### src/vpru_defs.vh
// constants for the virtual page relocation unit
`ifndef VPRU_DEFS_VH
`define VPRU_DEFS_VH

// register byte addresses on the control bus
`define VPRU_BASE_OFS 12'h000
`define VPRU_DESC_OFS 12'h200
`define VPRU_CTRL_OFS 12'h400
`define VPRU_EXT_OFS 12'h404
`define VPRU_STAT_OFS 12'h408
`define VPRU_FVA_OFS 12'h40C
`define VPRU_TBL_MSB 11
`define VPRU_TBL_LSB 9
`define VPRU_NREGS 48

// abort and trap vector, octal 250
`define VPRU_VECTOR 16'h00A8

// virtual address fields
`define VPRU_PAGE_MSB 15
`define VPRU_PAGE_LSB 13
`define VPRU_BLK_MSB 12
`define VPRU_BLK_LSB 6
`define VPRU_DIB_MSB 5
`define VPRU_DIB_LSB 0

// descriptor fields
`define VPRU_PLF_MSB 14
`define VPRU_PLF_LSB 8
`define VPRU_ACC_BIT 7
`define VPRU_WR_BIT 6
`define VPRU_ED_BIT 3
`define VPRU_KEY_MSB 2
`define VPRU_KEY_LSB 0

// control and extension bits
`define VPRU_CTRL_EN 0
`define VPRU_EXT_22 4
`define VPRU_EXT_DK 2
`define VPRU_EXT_DS 1
`define VPRU_EXT_DU 0

// abort status fields
`define VPRU_ST_KEY 15
`define VPRU_ST_LEN 14
`define VPRU_ST_RO 13
`define VPRU_ST_TRAP 12
`define VPRU_ST_MODE_MSB 6
`define VPRU_ST_MODE_LSB 5
`define VPRU_ST_DSP 4
`define VPRU_ST_PAGE_MSB 3
`define VPRU_ST_PAGE_LSB 1

// processor modes
`define VPRU_MODE_KERN 2'h0
`define VPRU_MODE_SUPV 2'h1
`define VPRU_MODE_USER 2'h3

// access key outcomes
`define VPRU_ACC_OK 2'h0
`define VPRU_ACC_TRAP 2'h1
`define VPRU_ACC_KEYAB 2'h2
`define VPRU_ACC_ROAB 2'h3

// 18-bit mapping range and system bus window
`define VPRU_PA18_MASK 22'h03FFFF
`define VPRU_BUS_TOP 4'hF
`define VPRU_PP_TOP 6'h3F

// bus responses
`define VPRU_RESP_OK 2'h0
`define VPRU_RESP_ERR 2'h2

`endif

### src/vpru_top.v
// virtual page relocation unit with control-bus register file
//
// Added by the designer: the address map and the AXI4-Lite interface to the registers.
`timescale 1ns/1ns
`default_nettype none
`include "vpru_defs.vh"

module vpru_top
(
	// clock and reset
	input wire clk,
	input wire arst_n,
	// processor reference
	input wire cpu_req,
	input wire [15:0] cpu_vaddr,
	input wire [1:0] cpu_mode,
	input wire cpu_ispace,
	input wire cpu_write,
	input wire cpu_instr_end,
	// translated reference
	output reg [21:0] phys_addr,
	output reg mem_req,
	output reg bus_req,
	output reg ref_write,
	// fault reporting
	output reg abort,
	output reg trap,
	output reg [15:0] fault_vector,
	// axi4-lite write address
	input wire [11:0] s_axi_awaddr,
	input wire s_axi_awvalid,
	output wire s_axi_awready,
	// axi4-lite write data
	input wire [31:0] s_axi_wdata,
	input wire [3:0] s_axi_wstrb,
	input wire s_axi_wvalid,
	output wire s_axi_wready,
	// axi4-lite write response
	output reg [1:0] s_axi_bresp,
	output reg s_axi_bvalid,
	input wire s_axi_bready,
	// axi4-lite read address
	input wire [11:0] s_axi_araddr,
	input wire s_axi_arvalid,
	output wire s_axi_arready,
	// axi4-lite read data
	output reg [31:0] s_axi_rdata,
	output reg [1:0] s_axi_rresp,
	output reg s_axi_rvalid,
	input wire s_axi_rready
);

	// access key decode: three keys trap, others abort or pass
	function [1:0] key_outcome;
		input [2:0] key;
		input wr;
		begin
			case (key)
				3'h1: key_outcome = wr ? `VPRU_ACC_ROAB : `VPRU_ACC_TRAP;
				3'h2: key_outcome = wr ? `VPRU_ACC_ROAB : `VPRU_ACC_OK;
				3'h4: key_outcome = `VPRU_ACC_TRAP;
				3'h5: key_outcome = wr ? `VPRU_ACC_TRAP : `VPRU_ACC_OK;
				3'h6: key_outcome = `VPRU_ACC_OK;
				default: key_outcome = `VPRU_ACC_KEYAB;
			endcase
		end
	endfunction

	// byte-lane merge of a 16-bit register with bus write data
	function [15:0] lane_merge;
		input [15:0] old;
		input [31:0] wd;
		input [3:0] st;
		begin
			lane_merge[7:0] = st[0] ? wd[7:0] : old[7:0];
			lane_merge[15:8] = st[1] ? wd[15:8] : old[15:8];
		end
	endfunction

	// table entry index is valid below the count with bit 8 clear;
	// without the bit 8 test the gap between tables would alias entries
	function idx_in_range;
		input [11:0] addr;
		begin
			idx_in_range = ~addr[8] && (addr[7:2] < `VPRU_NREGS);
		end
	endfunction

	// register storage
	reg [15:0] base_mem [0:`VPRU_NREGS-1];
	reg [15:0] desc_mem [0:`VPRU_NREGS-1];
	reg [15:0] ctrl_r;
	reg [15:0] ext_r;
	reg [15:0] stat_r;
	reg [15:0] fva_r;
	reg trap_pend_r;
	integer i;

	// register selection for the current reference
	reg [1:0] mode_idx;
	reg dsel;
	reg [5:0] ridx;
	reg [15:0] sel_base;
	reg [15:0] sel_desc;
	reg [15:0] phys_blk;
	reg [21:0] pa_full;
	reg [21:0] pa_nxt;
	reg len_bad;
	reg [1:0] acc;
	reg do_abort;
	reg do_trap;
	wire [2:0] vpage = cpu_vaddr[`VPRU_PAGE_MSB:`VPRU_PAGE_LSB];
	wire [6:0] vblk = cpu_vaddr[`VPRU_BLK_MSB:`VPRU_BLK_LSB];
	wire [5:0] vdib = cpu_vaddr[`VPRU_DIB_MSB:`VPRU_DIB_LSB];
	wire reloc_en = ctrl_r[`VPRU_CTRL_EN];
	wire map22 = ext_r[`VPRU_EXT_22];
	wire frozen = stat_r[`VPRU_ST_KEY] | stat_r[`VPRU_ST_LEN] |
		stat_r[`VPRU_ST_RO];

	// mode and space pick the group of eight, page picks the pair
	always @*
	begin
		case (cpu_mode)
			`VPRU_MODE_KERN: mode_idx = 2'h0;
			`VPRU_MODE_SUPV: mode_idx = 2'h1;
			default: mode_idx = 2'h2;
		endcase
		// data space only where the mode's extension bit allows it
		case (mode_idx)
			2'h0: dsel = ~cpu_ispace & ext_r[`VPRU_EXT_DK];
			2'h1: dsel = ~cpu_ispace & ext_r[`VPRU_EXT_DS];
			default: dsel = ~cpu_ispace & ext_r[`VPRU_EXT_DU];
		endcase
		ridx = {mode_idx, dsel, vpage};
		sel_base = base_mem[ridx];
		sel_desc = desc_mem[ridx];
		// base counts 32-word blocks; add virtual block number
		phys_blk = sel_base + {9'h000, vblk};
		pa_full = {phys_blk, vdib};
		// length check against the page length field
		if (sel_desc[`VPRU_ED_BIT])
			len_bad = vblk < sel_desc[`VPRU_PLF_MSB:`VPRU_PLF_LSB];
		else
			len_bad = vblk > sel_desc[`VPRU_PLF_MSB:`VPRU_PLF_LSB];
		acc = key_outcome(sel_desc[`VPRU_KEY_MSB:`VPRU_KEY_LSB], cpu_write);
		do_abort = cpu_req & reloc_en &
			(len_bad | acc == `VPRU_ACC_KEYAB | acc == `VPRU_ACC_ROAB);
		do_trap = cpu_req & reloc_en & ~do_abort & acc == `VPRU_ACC_TRAP;
		// mapping width from the control and extension bits
		if (!reloc_en)
		begin
			if (vpage == 3'h7)
				pa_nxt = {`VPRU_PP_TOP, cpu_vaddr};
			else
				pa_nxt = {6'h00, cpu_vaddr};
		end
		else if (map22)
			pa_nxt = pa_full;
		else if (pa_full[17:13] == 5'h1F)
			pa_nxt = pa_full | ~`VPRU_PA18_MASK;
		else
			pa_nxt = pa_full & `VPRU_PA18_MASK;
	end

	// translated reference; an aborted one raises no request
	always @(posedge clk or negedge arst_n)
	begin
		if (!arst_n)
		begin
			phys_addr <= 22'h000000;
			mem_req <= 1'b0;
			bus_req <= 1'b0;
			ref_write <= 1'b0;
			abort <= 1'b0;
			fault_vector <= 16'h0000;
		end
		else
		begin
			phys_addr <= pa_nxt;
			ref_write <= cpu_write;
			// top four bits all ones route to the system bus
			bus_req <= cpu_req & ~do_abort &
				(pa_nxt[21:18] == `VPRU_BUS_TOP);
			mem_req <= cpu_req & ~do_abort &
				(pa_nxt[21:18] != `VPRU_BUS_TOP);
			abort <= do_abort;
			if (do_abort | (trap_pend_r & cpu_instr_end))
				fault_vector <= `VPRU_VECTOR;
		end
	end

	// trap waits for the end of the instruction; a new trap in the same cycle wins over the clear
	always @(posedge clk or negedge arst_n)
	begin
		if (!arst_n)
		begin
			trap_pend_r <= 1'b0;
			trap <= 1'b0;
		end
		else
		begin
			trap <= trap_pend_r & cpu_instr_end;
			if (do_trap)
				trap_pend_r <= 1'b1;
			else if (cpu_instr_end)
				trap_pend_r <= 1'b0;
		end
	end

	// bus handshakes: write takes address and data together
	wire wr_go = s_axi_awvalid & s_axi_wvalid & ~s_axi_bvalid;
	assign s_axi_awready = wr_go;
	assign s_axi_wready = wr_go;
	assign s_axi_arready = ~s_axi_rvalid;
	wire rd_go = s_axi_arvalid & ~s_axi_rvalid;
	wire wtbl_hit = s_axi_awaddr[`VPRU_TBL_MSB:`VPRU_TBL_LSB] == 3'h0 ||
		s_axi_awaddr[`VPRU_TBL_MSB:`VPRU_TBL_LSB] == 3'h1;
	wire [5:0] widx = s_axi_awaddr[7:2];
	wire wbase = wr_go & s_axi_awaddr[`VPRU_TBL_MSB:`VPRU_TBL_LSB] == 3'h0;
	wire wdesc = wr_go & s_axi_awaddr[`VPRU_TBL_MSB:`VPRU_TBL_LSB] == 3'h1;
	wire widx_ok = idx_in_range(s_axi_awaddr);
	wire wstat = wr_go & s_axi_awaddr == `VPRU_STAT_OFS;
	wire hw_ref = cpu_req & reloc_en & ~do_abort;

	// page tables: hardware status sets win over a software write to the same entry; a write to another descriptor drops them
	always @(posedge clk or negedge arst_n)
	begin
		if (!arst_n)
		begin
			for (i = 0; i < `VPRU_NREGS; i = i + 1)
			begin
				base_mem[i] <= 16'h0000;
				desc_mem[i] <= 16'h0000;
			end
		end
		else
		begin
			if (wbase & widx_ok)
				base_mem[widx] <= lane_merge(base_mem[widx], s_axi_wdata,
					s_axi_wstrb);
			if (wdesc & widx_ok & ~(hw_ref & widx == ridx))
				desc_mem[widx] <= lane_merge(desc_mem[widx], s_axi_wdata,
					s_axi_wstrb);
			else if (hw_ref)
			begin
				desc_mem[ridx][`VPRU_ACC_BIT] <= 1'b1;
				if (cpu_write)
					desc_mem[ridx][`VPRU_WR_BIT] <= 1'b1;
			end
			// same-entry collision: merge software value, keep hw sets
			if (wdesc & widx_ok & hw_ref & widx == ridx)
				desc_mem[widx] <= lane_merge(desc_mem[widx], s_axi_wdata,
					s_axi_wstrb) | ({15'h0000, 1'b1} << `VPRU_ACC_BIT) |
					({15'h0000, cpu_write} << `VPRU_WR_BIT);
		end
	end

	// control, extension and abort status registers
	always @(posedge clk or negedge arst_n)
	begin
		if (!arst_n)
		begin
			ctrl_r <= 16'h0000;
			ext_r <= 16'h0000;
			stat_r <= 16'h0000;
			fva_r <= 16'h0000;
		end
		else
		begin
			if (wr_go & s_axi_awaddr == `VPRU_CTRL_OFS)
				ctrl_r <= lane_merge(ctrl_r, s_axi_wdata, s_axi_wstrb);
			if (wr_go & s_axi_awaddr == `VPRU_EXT_OFS)
				ext_r <= lane_merge(ext_r, s_axi_wdata, s_axi_wstrb);
			// first abort is held until software clears the flags
			if (do_abort & ~frozen)
			begin
				stat_r[`VPRU_ST_KEY] <= acc == `VPRU_ACC_KEYAB;
				stat_r[`VPRU_ST_LEN] <= len_bad;
				stat_r[`VPRU_ST_RO] <= acc == `VPRU_ACC_ROAB;
				stat_r[`VPRU_ST_MODE_MSB:`VPRU_ST_MODE_LSB] <= mode_idx;
				stat_r[`VPRU_ST_DSP] <= dsel;
				stat_r[`VPRU_ST_PAGE_MSB:`VPRU_ST_PAGE_LSB] <= vpage;
				fva_r <= cpu_vaddr;
			end
			else if (wstat)
				stat_r <= lane_merge(stat_r, s_axi_wdata, s_axi_wstrb) &
					~({15'h0000, 1'b1} << `VPRU_ST_TRAP);
		end
	end

	// write response: unmapped addresses answer with an error
	always @(posedge clk or negedge arst_n)
	begin
		if (!arst_n)
		begin
			s_axi_bvalid <= 1'b0;
			s_axi_bresp <= `VPRU_RESP_OK;
		end
		else if (wr_go)
		begin
			s_axi_bvalid <= 1'b1;
			if ((wtbl_hit & widx_ok) | s_axi_awaddr == `VPRU_CTRL_OFS |
				s_axi_awaddr == `VPRU_EXT_OFS | wstat |
				s_axi_awaddr == `VPRU_FVA_OFS)
				s_axi_bresp <= `VPRU_RESP_OK;
			else
				s_axi_bresp <= `VPRU_RESP_ERR;
		end
		else if (s_axi_bready)
			s_axi_bvalid <= 1'b0;
	end

	// read path: one registered answer per accepted address
	wire [5:0] ridx_bus = s_axi_araddr[7:2];
	wire [2:0] rtbl = s_axi_araddr[`VPRU_TBL_MSB:`VPRU_TBL_LSB];
	always @(posedge clk or negedge arst_n)
	begin
		if (!arst_n)
		begin
			s_axi_rvalid <= 1'b0;
			s_axi_rdata <= 32'h00000000;
			s_axi_rresp <= `VPRU_RESP_OK;
		end
		else if (rd_go)
		begin
			s_axi_rvalid <= 1'b1;
			s_axi_rresp <= `VPRU_RESP_OK;
			if (rtbl == 3'h0 && idx_in_range(s_axi_araddr))
				s_axi_rdata <= {16'h0000, base_mem[ridx_bus]};
			else if (rtbl == 3'h1 && idx_in_range(s_axi_araddr))
				s_axi_rdata <= {16'h0000, desc_mem[ridx_bus]};
			else if (s_axi_araddr == `VPRU_CTRL_OFS)
				s_axi_rdata <= {16'h0000, ctrl_r};
			else if (s_axi_araddr == `VPRU_EXT_OFS)
				s_axi_rdata <= {16'h0000, ext_r};
			else if (s_axi_araddr == `VPRU_STAT_OFS)
				s_axi_rdata <= {16'h0000, stat_r} |
					({31'h00000000, trap_pend_r} << `VPRU_ST_TRAP);
			else if (s_axi_araddr == `VPRU_FVA_OFS)
				s_axi_rdata <= {16'h0000, fva_r};
			else
			begin
				s_axi_rdata <= 32'h00000000;
				s_axi_rresp <= `VPRU_RESP_ERR;
			end
		end
		else if (s_axi_rready)
			s_axi_rvalid <= 1'b0;
	end

endmodule // vpru_top

`default_nettype wire

### config.mk
export PLATFORM = sky130hd
export DESIGN_NAME = vpru_top
export DESIGN_NICKNAME = d
export VERILOG_FILES = /design/src/vpru_top.v
export VERILOG_INCLUDE_DIRS = /design/src /design/src/src
export SDC_FILE = /design/constraint.sdc
export NUM_CORES = 2
export LEC_CHECK = 0
export CORE_MARGIN = 1.5
export CORE_UTILIZATION = 40
export CTS_CLUSTER_DIAMETER = 100
export DETAILED_ROUTE_END_ITERATION = 10
export DONT_BUFFER_PORTS = 1
export PLACE_DENSITY = 0.59
export SLEW_MARGIN = 20
export SYNTH_ARGS = -nofsm -noshare
export SYNTH_HDL_FRONTEND = slang
export SYNTH_SLANG_ARGS = --single-unit
export TNS_END_PERCENT = 10
### constraint.sdc
create_clock -name clk -period 5.6 [get_ports clk]
set_input_delay 1.12 -clock clk [delete_from_list [all_inputs] [get_ports clk]]
set_output_delay 1.12 -clock clk [all_outputs]
set_load 0.1 [all_outputs]
Word level (Yosys, flattened, before mapping)
Index checks and enable logic that the tools add are counted.
{ "op_classes": {"n_addsub": 1, "order_cmp": 9, "n_eq_ne": 25, "mux": 70, "bitwise": 52, "n_reduce_logical": 25} }
{ "ops": {"columns": ["operator", "n"], "rows": [
  ["768-bit two-way mux", 4],
  ["768-bit bitwise mux", 3],
  ["768-bit OR", 2],
  ["16-bit binary-select mux with 6-bit select", 6],
  ["16-bit demux with 6-bit select", 3],
  ["16-bit two-way mux", 18],
  ["12-bit by 11-bit == test with 1-bit output (second input constant)", 8],
  ["22-bit two-way mux", 4],
  ["8-bit two-way mux", 7],
  ["15-bit two-way mux", 2],
  ["1-bit bitwise AND", 27],
  ["7-bit >= comparator (second input constant)", 3],
  ["6-bit NOT with 7-bit output", 3],
  ["2-bit two-way mux", 9],
  ["16-bit by 7-bit adder with 16-bit output", 1],
  ["16-bit by 13-bit OR with 16-bit output", 1],
  ["16-bit by 7-bit OR with 16-bit output", 1],
  ["7-bit by 1-bit < comparator with 1-bit output (second input constant)", 2],
  ["3-bit == test (second input constant)", 4],
  ["6-bit < comparator (second input constant)", 2],
  ["2-bit AND reduction", 6],
  ["2-bit nonzero test", 6],
  ["2-bit case mux with 5 select lines", 1],
  ["3-bit by 1-bit == test with 1-bit output (second input constant)", 3],
  ["other kinds (22)", 56]
]} }
{ "totals": {"regBits": 1666, "in_bits": 89, "output_inout_bits": 84, "word_cells": 300} }

Logic depth before layout (Yosys ltp)
{ "logic_depth": {"word_depth": 22, "ltp_mapped": 31} }

Worst setup path before layout
Ideal clock, no wire load.
{ "synth_timing": {"path_kind": "input-to-reg", "startpoint": "in cpu_vaddr[15]", "endpoint": "reg desc_mem[390] (netlist bit)", "t_arrival_ns": 6.489, "required_ns": 5.464, "setup_slack_ns": -1.025, "cell_stages": 28, "n_path_buf": 13, "cell_sequence": "buf_2 buf_6 buf_4 buf_4 buf_4 buf_4 buf_4 buf_2 buf_2 buf_2 buf_2 mux2_2 a221oi_1 o21ai_0 a21oi_1 nor4_1 a21oi_1 ha_1 o21a_1 o21a_1 o21ai_0 a41oi_1 a211o_1 or4_1 buf_2 buf_2 a2111oi_0 nor3_1"} }
{ "synth_between": {"elab_chain_cells": 18, "elab_cells_between_ends": 39, "cone_classes": "order compare: 4; eq/ne: 8; mux: 13; bitwise: 13; reduce/logical: 1"} }
{ "synth_lines": {"columns": ["item", "line", "source"], "rows": [
  ["start: declaration", "vpru_top.v:15", "input wire [15:0] cpu_vaddr,"],
  ["branches (longest 17 deep; another with 7-bit > comparator)", null, null],
  ["768-bit two-way mux (*)", "vpru_top.v:251", "if (wdesc & widx_ok & hw_ref & widx == ridx)"],
  ["end signal: indexed assignment", "vpru_top.v:242", "desc_mem[widx] <= lane_merge(desc_mem[widx], s_axi_wdata,"],
  ["end signal: indexed assignment", "vpru_top.v:252", "desc_mem[widx] <= lane_merge(desc_mem[widx], s_axi_wdata,"],
  ["end: declaration", "vpru_top.v:91", "reg [15:0] desc_mem [0:`VPRU_NREGS-1];"]
]} }
Every way passes the cells marked *. The select of a mux whose other input is x is not followed.
A chain may end at the register's enable or synchronous reset.

Worst setup path after layout
{ "layout_timing": {"startpoint": "in cpu_vaddr[15]", "endpoint": "reg desc_mem[294] (netlist bit)"} }
The elaborated chain is that of the path after synthesis.

==> metrics.yaml <==
synthesis:
  synth_top_cell_by_area: "dfrtp_1"
  synth-edff-count: 0
  avgSynthCellArea_um2: 10.9
  synth_common_cells: "nand2_1, dfrtp_1, o21ai_0, mux4_2, clkbuf_1"
  synth-seq-cells: 1648
  synthCells: 8786
  synth_top_area_share_pct: 43.1
  ys_types: 90
  seq_area_frac_synth_pct: 43.1
  synth.area.top_cells: "dfrtp_1, mux4_2, o21ai_0"
  mappedNetlistArea_um2: 95700
  synth_warnings: 0
  synthMostInstantiatedCell: "nand2_1"
  synth-main-ff-cell: "dfrtp_1"
  async_reset_ff_share_pct: 100
critical_path:
  critical_path_class: "in2reg"
  crit_arrival_ns: 6.74
  path_max_fanout: 231
  required_ns: 6.37
  critPathCaptureType: "register"
  crit_slowest_cell: "and3b_1"
  crit_family: "compound AO/OA/AOI/OAI gates"
  cpPeakStageDelay_ns: 0.76
  reg2regPathDepth: 21
  cp.depth: 20
  start_kind: "input pin"
  cp.buffers_inverters: 3
  crit_path_cell_trace: "and3b_1, a22o_1, a221oi_1, a31oi_1, a21oi_1, o21ai_0, buf_4, o21ai_0, buf_4, ha_1, o21a_1, o21a_1, o21ai_1, a41oi_1, a211o_1, or4_1, buf_4, o21a_4, a21oi_1, a2bb2oi_1"
  cp_common_cell: "buf_4"
floorplan:
  dieArea_um2: 242000
  fp.dieH_um: 492
  die_w_um: 492
  ios: 173
  start_util_pct: 40.2
  core_um2: 238000
  num_rows: 179
min_path:
  hp-class: "in2async"
cts:
  path_clk_slew_ns: 0.06
  clock_latency_ns: 0.89
  numCtsBuffers: 180
  root_buffer: "clkbuf_16"
  clock_path_buffers: 3
  cts.sinks: 1648
  h-tree-depth: 4
  cts_tree: "yes"
power:
  leakage_nw: 43.9
  total_power_w: 0.0273
  ir_worst_vdd_mv: 0.314
  power_density_nw_per_um2: 254
drt:
  drt-total-wl_um: 418000
  routed-via-count: 80900
  wl_per_cell_um: 35.1
  drc: 24
  ant_nets: 0
  dr.first_iter.drc_count: 11800
  vias_per_cell: 6.80
  firstDrtPassIters: 9
timing:
  timing.final.ws_setup_ns: -0.368
  clock.fmax_mhz: 168
  holdWs_ns: 0.132
  fin_crit_ns: 5.97
  fin_worst_skew_ns: 0.0543
  slew_violations: 0
  period_share_pct: 107
  setup_viol: 127
  slew_headroom_pct: 12.2
  worstMarginPinSlew_ns: 1.31
  hold_viol_final: 0
grt:
  antenna_found_initial: 29
  grt-ovfl-total: 0
  track_usage_pct: 34.1
  grt_pass1_wl_um: 594000
  grt_pass1_vias: 77900
  grt_max_degree: 401
place:
  dpl.hpwl_um: 257000
  io_buffer_count: 0
  place.gp.congestion: 1.00
  dp_slack_ns: -0.568
layout:
  nFillCells: 21800
  multi_input_area_um2: 50800
  finalNetCount: 8672
  regArea_um2: 41200
  syn_to_final_growth_pct: 12.2
  drive_gt1_share_pct: 23.7
run_status:
  status: "complete, but fails checks"
  violations: "DRC, setup timing"
flow_run:
  drv_cap: 0
## cell families after synthesis
group | share of synthesized area (%)
simple gates | 9.50
compound gates | 15.3
flops | 43.1
mux | 27.3
fa+ha+maj | 0.217
buf+inv | 4.44
xor+xnor | 0.174
other cells | 0.00392
## metal layers
metal	GRT usage, %	vias up	part of all wire, %	routed length [µm]
met5	0	-	0.029	122
met4	25.7	20	9.4	39300
met3	13.2	1667	14	60100
met2	47.3	5983	41	171000
met1	43.0	40700	35	147000
li1	-	32500	-	-
## layout make-up
type / count / share of cell area [%]
well taps: 3167 / 3.69
clock inverters: 78 / 0.939
diodes: 16 / 0.0373
inverters: 52 / 0.182
flip-flops and latches: 1648 / 38.4
multi-input cells: 6142 / 47.3
repair buffers: 543 / 4.71
clock buffers: 246 / 4.78
## cell usage in the layout (no fill, tap or decap), types with 40 or more instances in the layout
cell type	n
nand2_1	1684
dfrtp_1	1647
o21ai_0	1556
mux4_2	991
buf_4	477
o22ai_1	278
nor2_1	218
mux2i_1	218
clkbuf_16	182
a21oi_1	149
mux2_2	143
o221ai_1	82
a211oi_1	76
a22oi_1	72
inv_1	45
nor4_1	44
buf_12	42
nor3_1	40
## registers in the layout, summed over array words and instances (netlist names)
name / flops
base_mem: 768
desc_mem: 768
phys_addr: 22
ctrl_r: 16
ext_r: 16
fva_r: 16
s_axi_rdata: 16
stat_r: 15
abort: 1
bus_req: 1
fault_vector: 1
mem_req: 1
ref_write: 1
s_axi_bresp: 1
s_axi_bvalid: 1
s_axi_rresp: 1
s_axi_rvalid: 1
trap: 1
trap_pend_r: 1
## metrics by stage
stage               instances  setup TNS (ns)  area [µm²]  util, %
CTS                     11900               0      107000     45.0
detailed placement      11500          -55.26      101000     42.4
global placement        11500          -47.48      101000     42.4
finish                  11900          -28.05      107000     45.2
global route            11900           -4.19      107000     45.1
floorplan                8816          -20.71       96000        -
## where the power goes
group | leakage, nW | switching [W] | internal (W)
logic | 18.0 | 0.00164 | 0.000897
registers | 22.9 | 0.000182 | 0.0120
clock network | 3.01 | 0.00541 | 0.00722
## final timing paths
path                                  from              end  slack (ns)
hold / removal                      arst_n     desc_mem[73]        0.13
setup / recovery             cpu_vaddr[15]    desc_mem[294]       -0.37
hold reg to reg            fault_vector[3]  fault_vector[3]        0.48
setup reg to reg                  ext_r[1]    desc_mem[294]        0.24
min in group clk              cpu_vaddr[4]     phys_addr[4]        0.26
max in group asynchronous           arst_n    base_mem[586]        2.94
## repair_timing
action	4_1_cts	5_1_grt
setup endpoints to repair	0	106
endpoints found under the hold margin	105	0
setup buffers	0	0
gates resized for setup	0	5
hold buffers	1	0
Note: power is estimated with default switching activity, not from simulation.
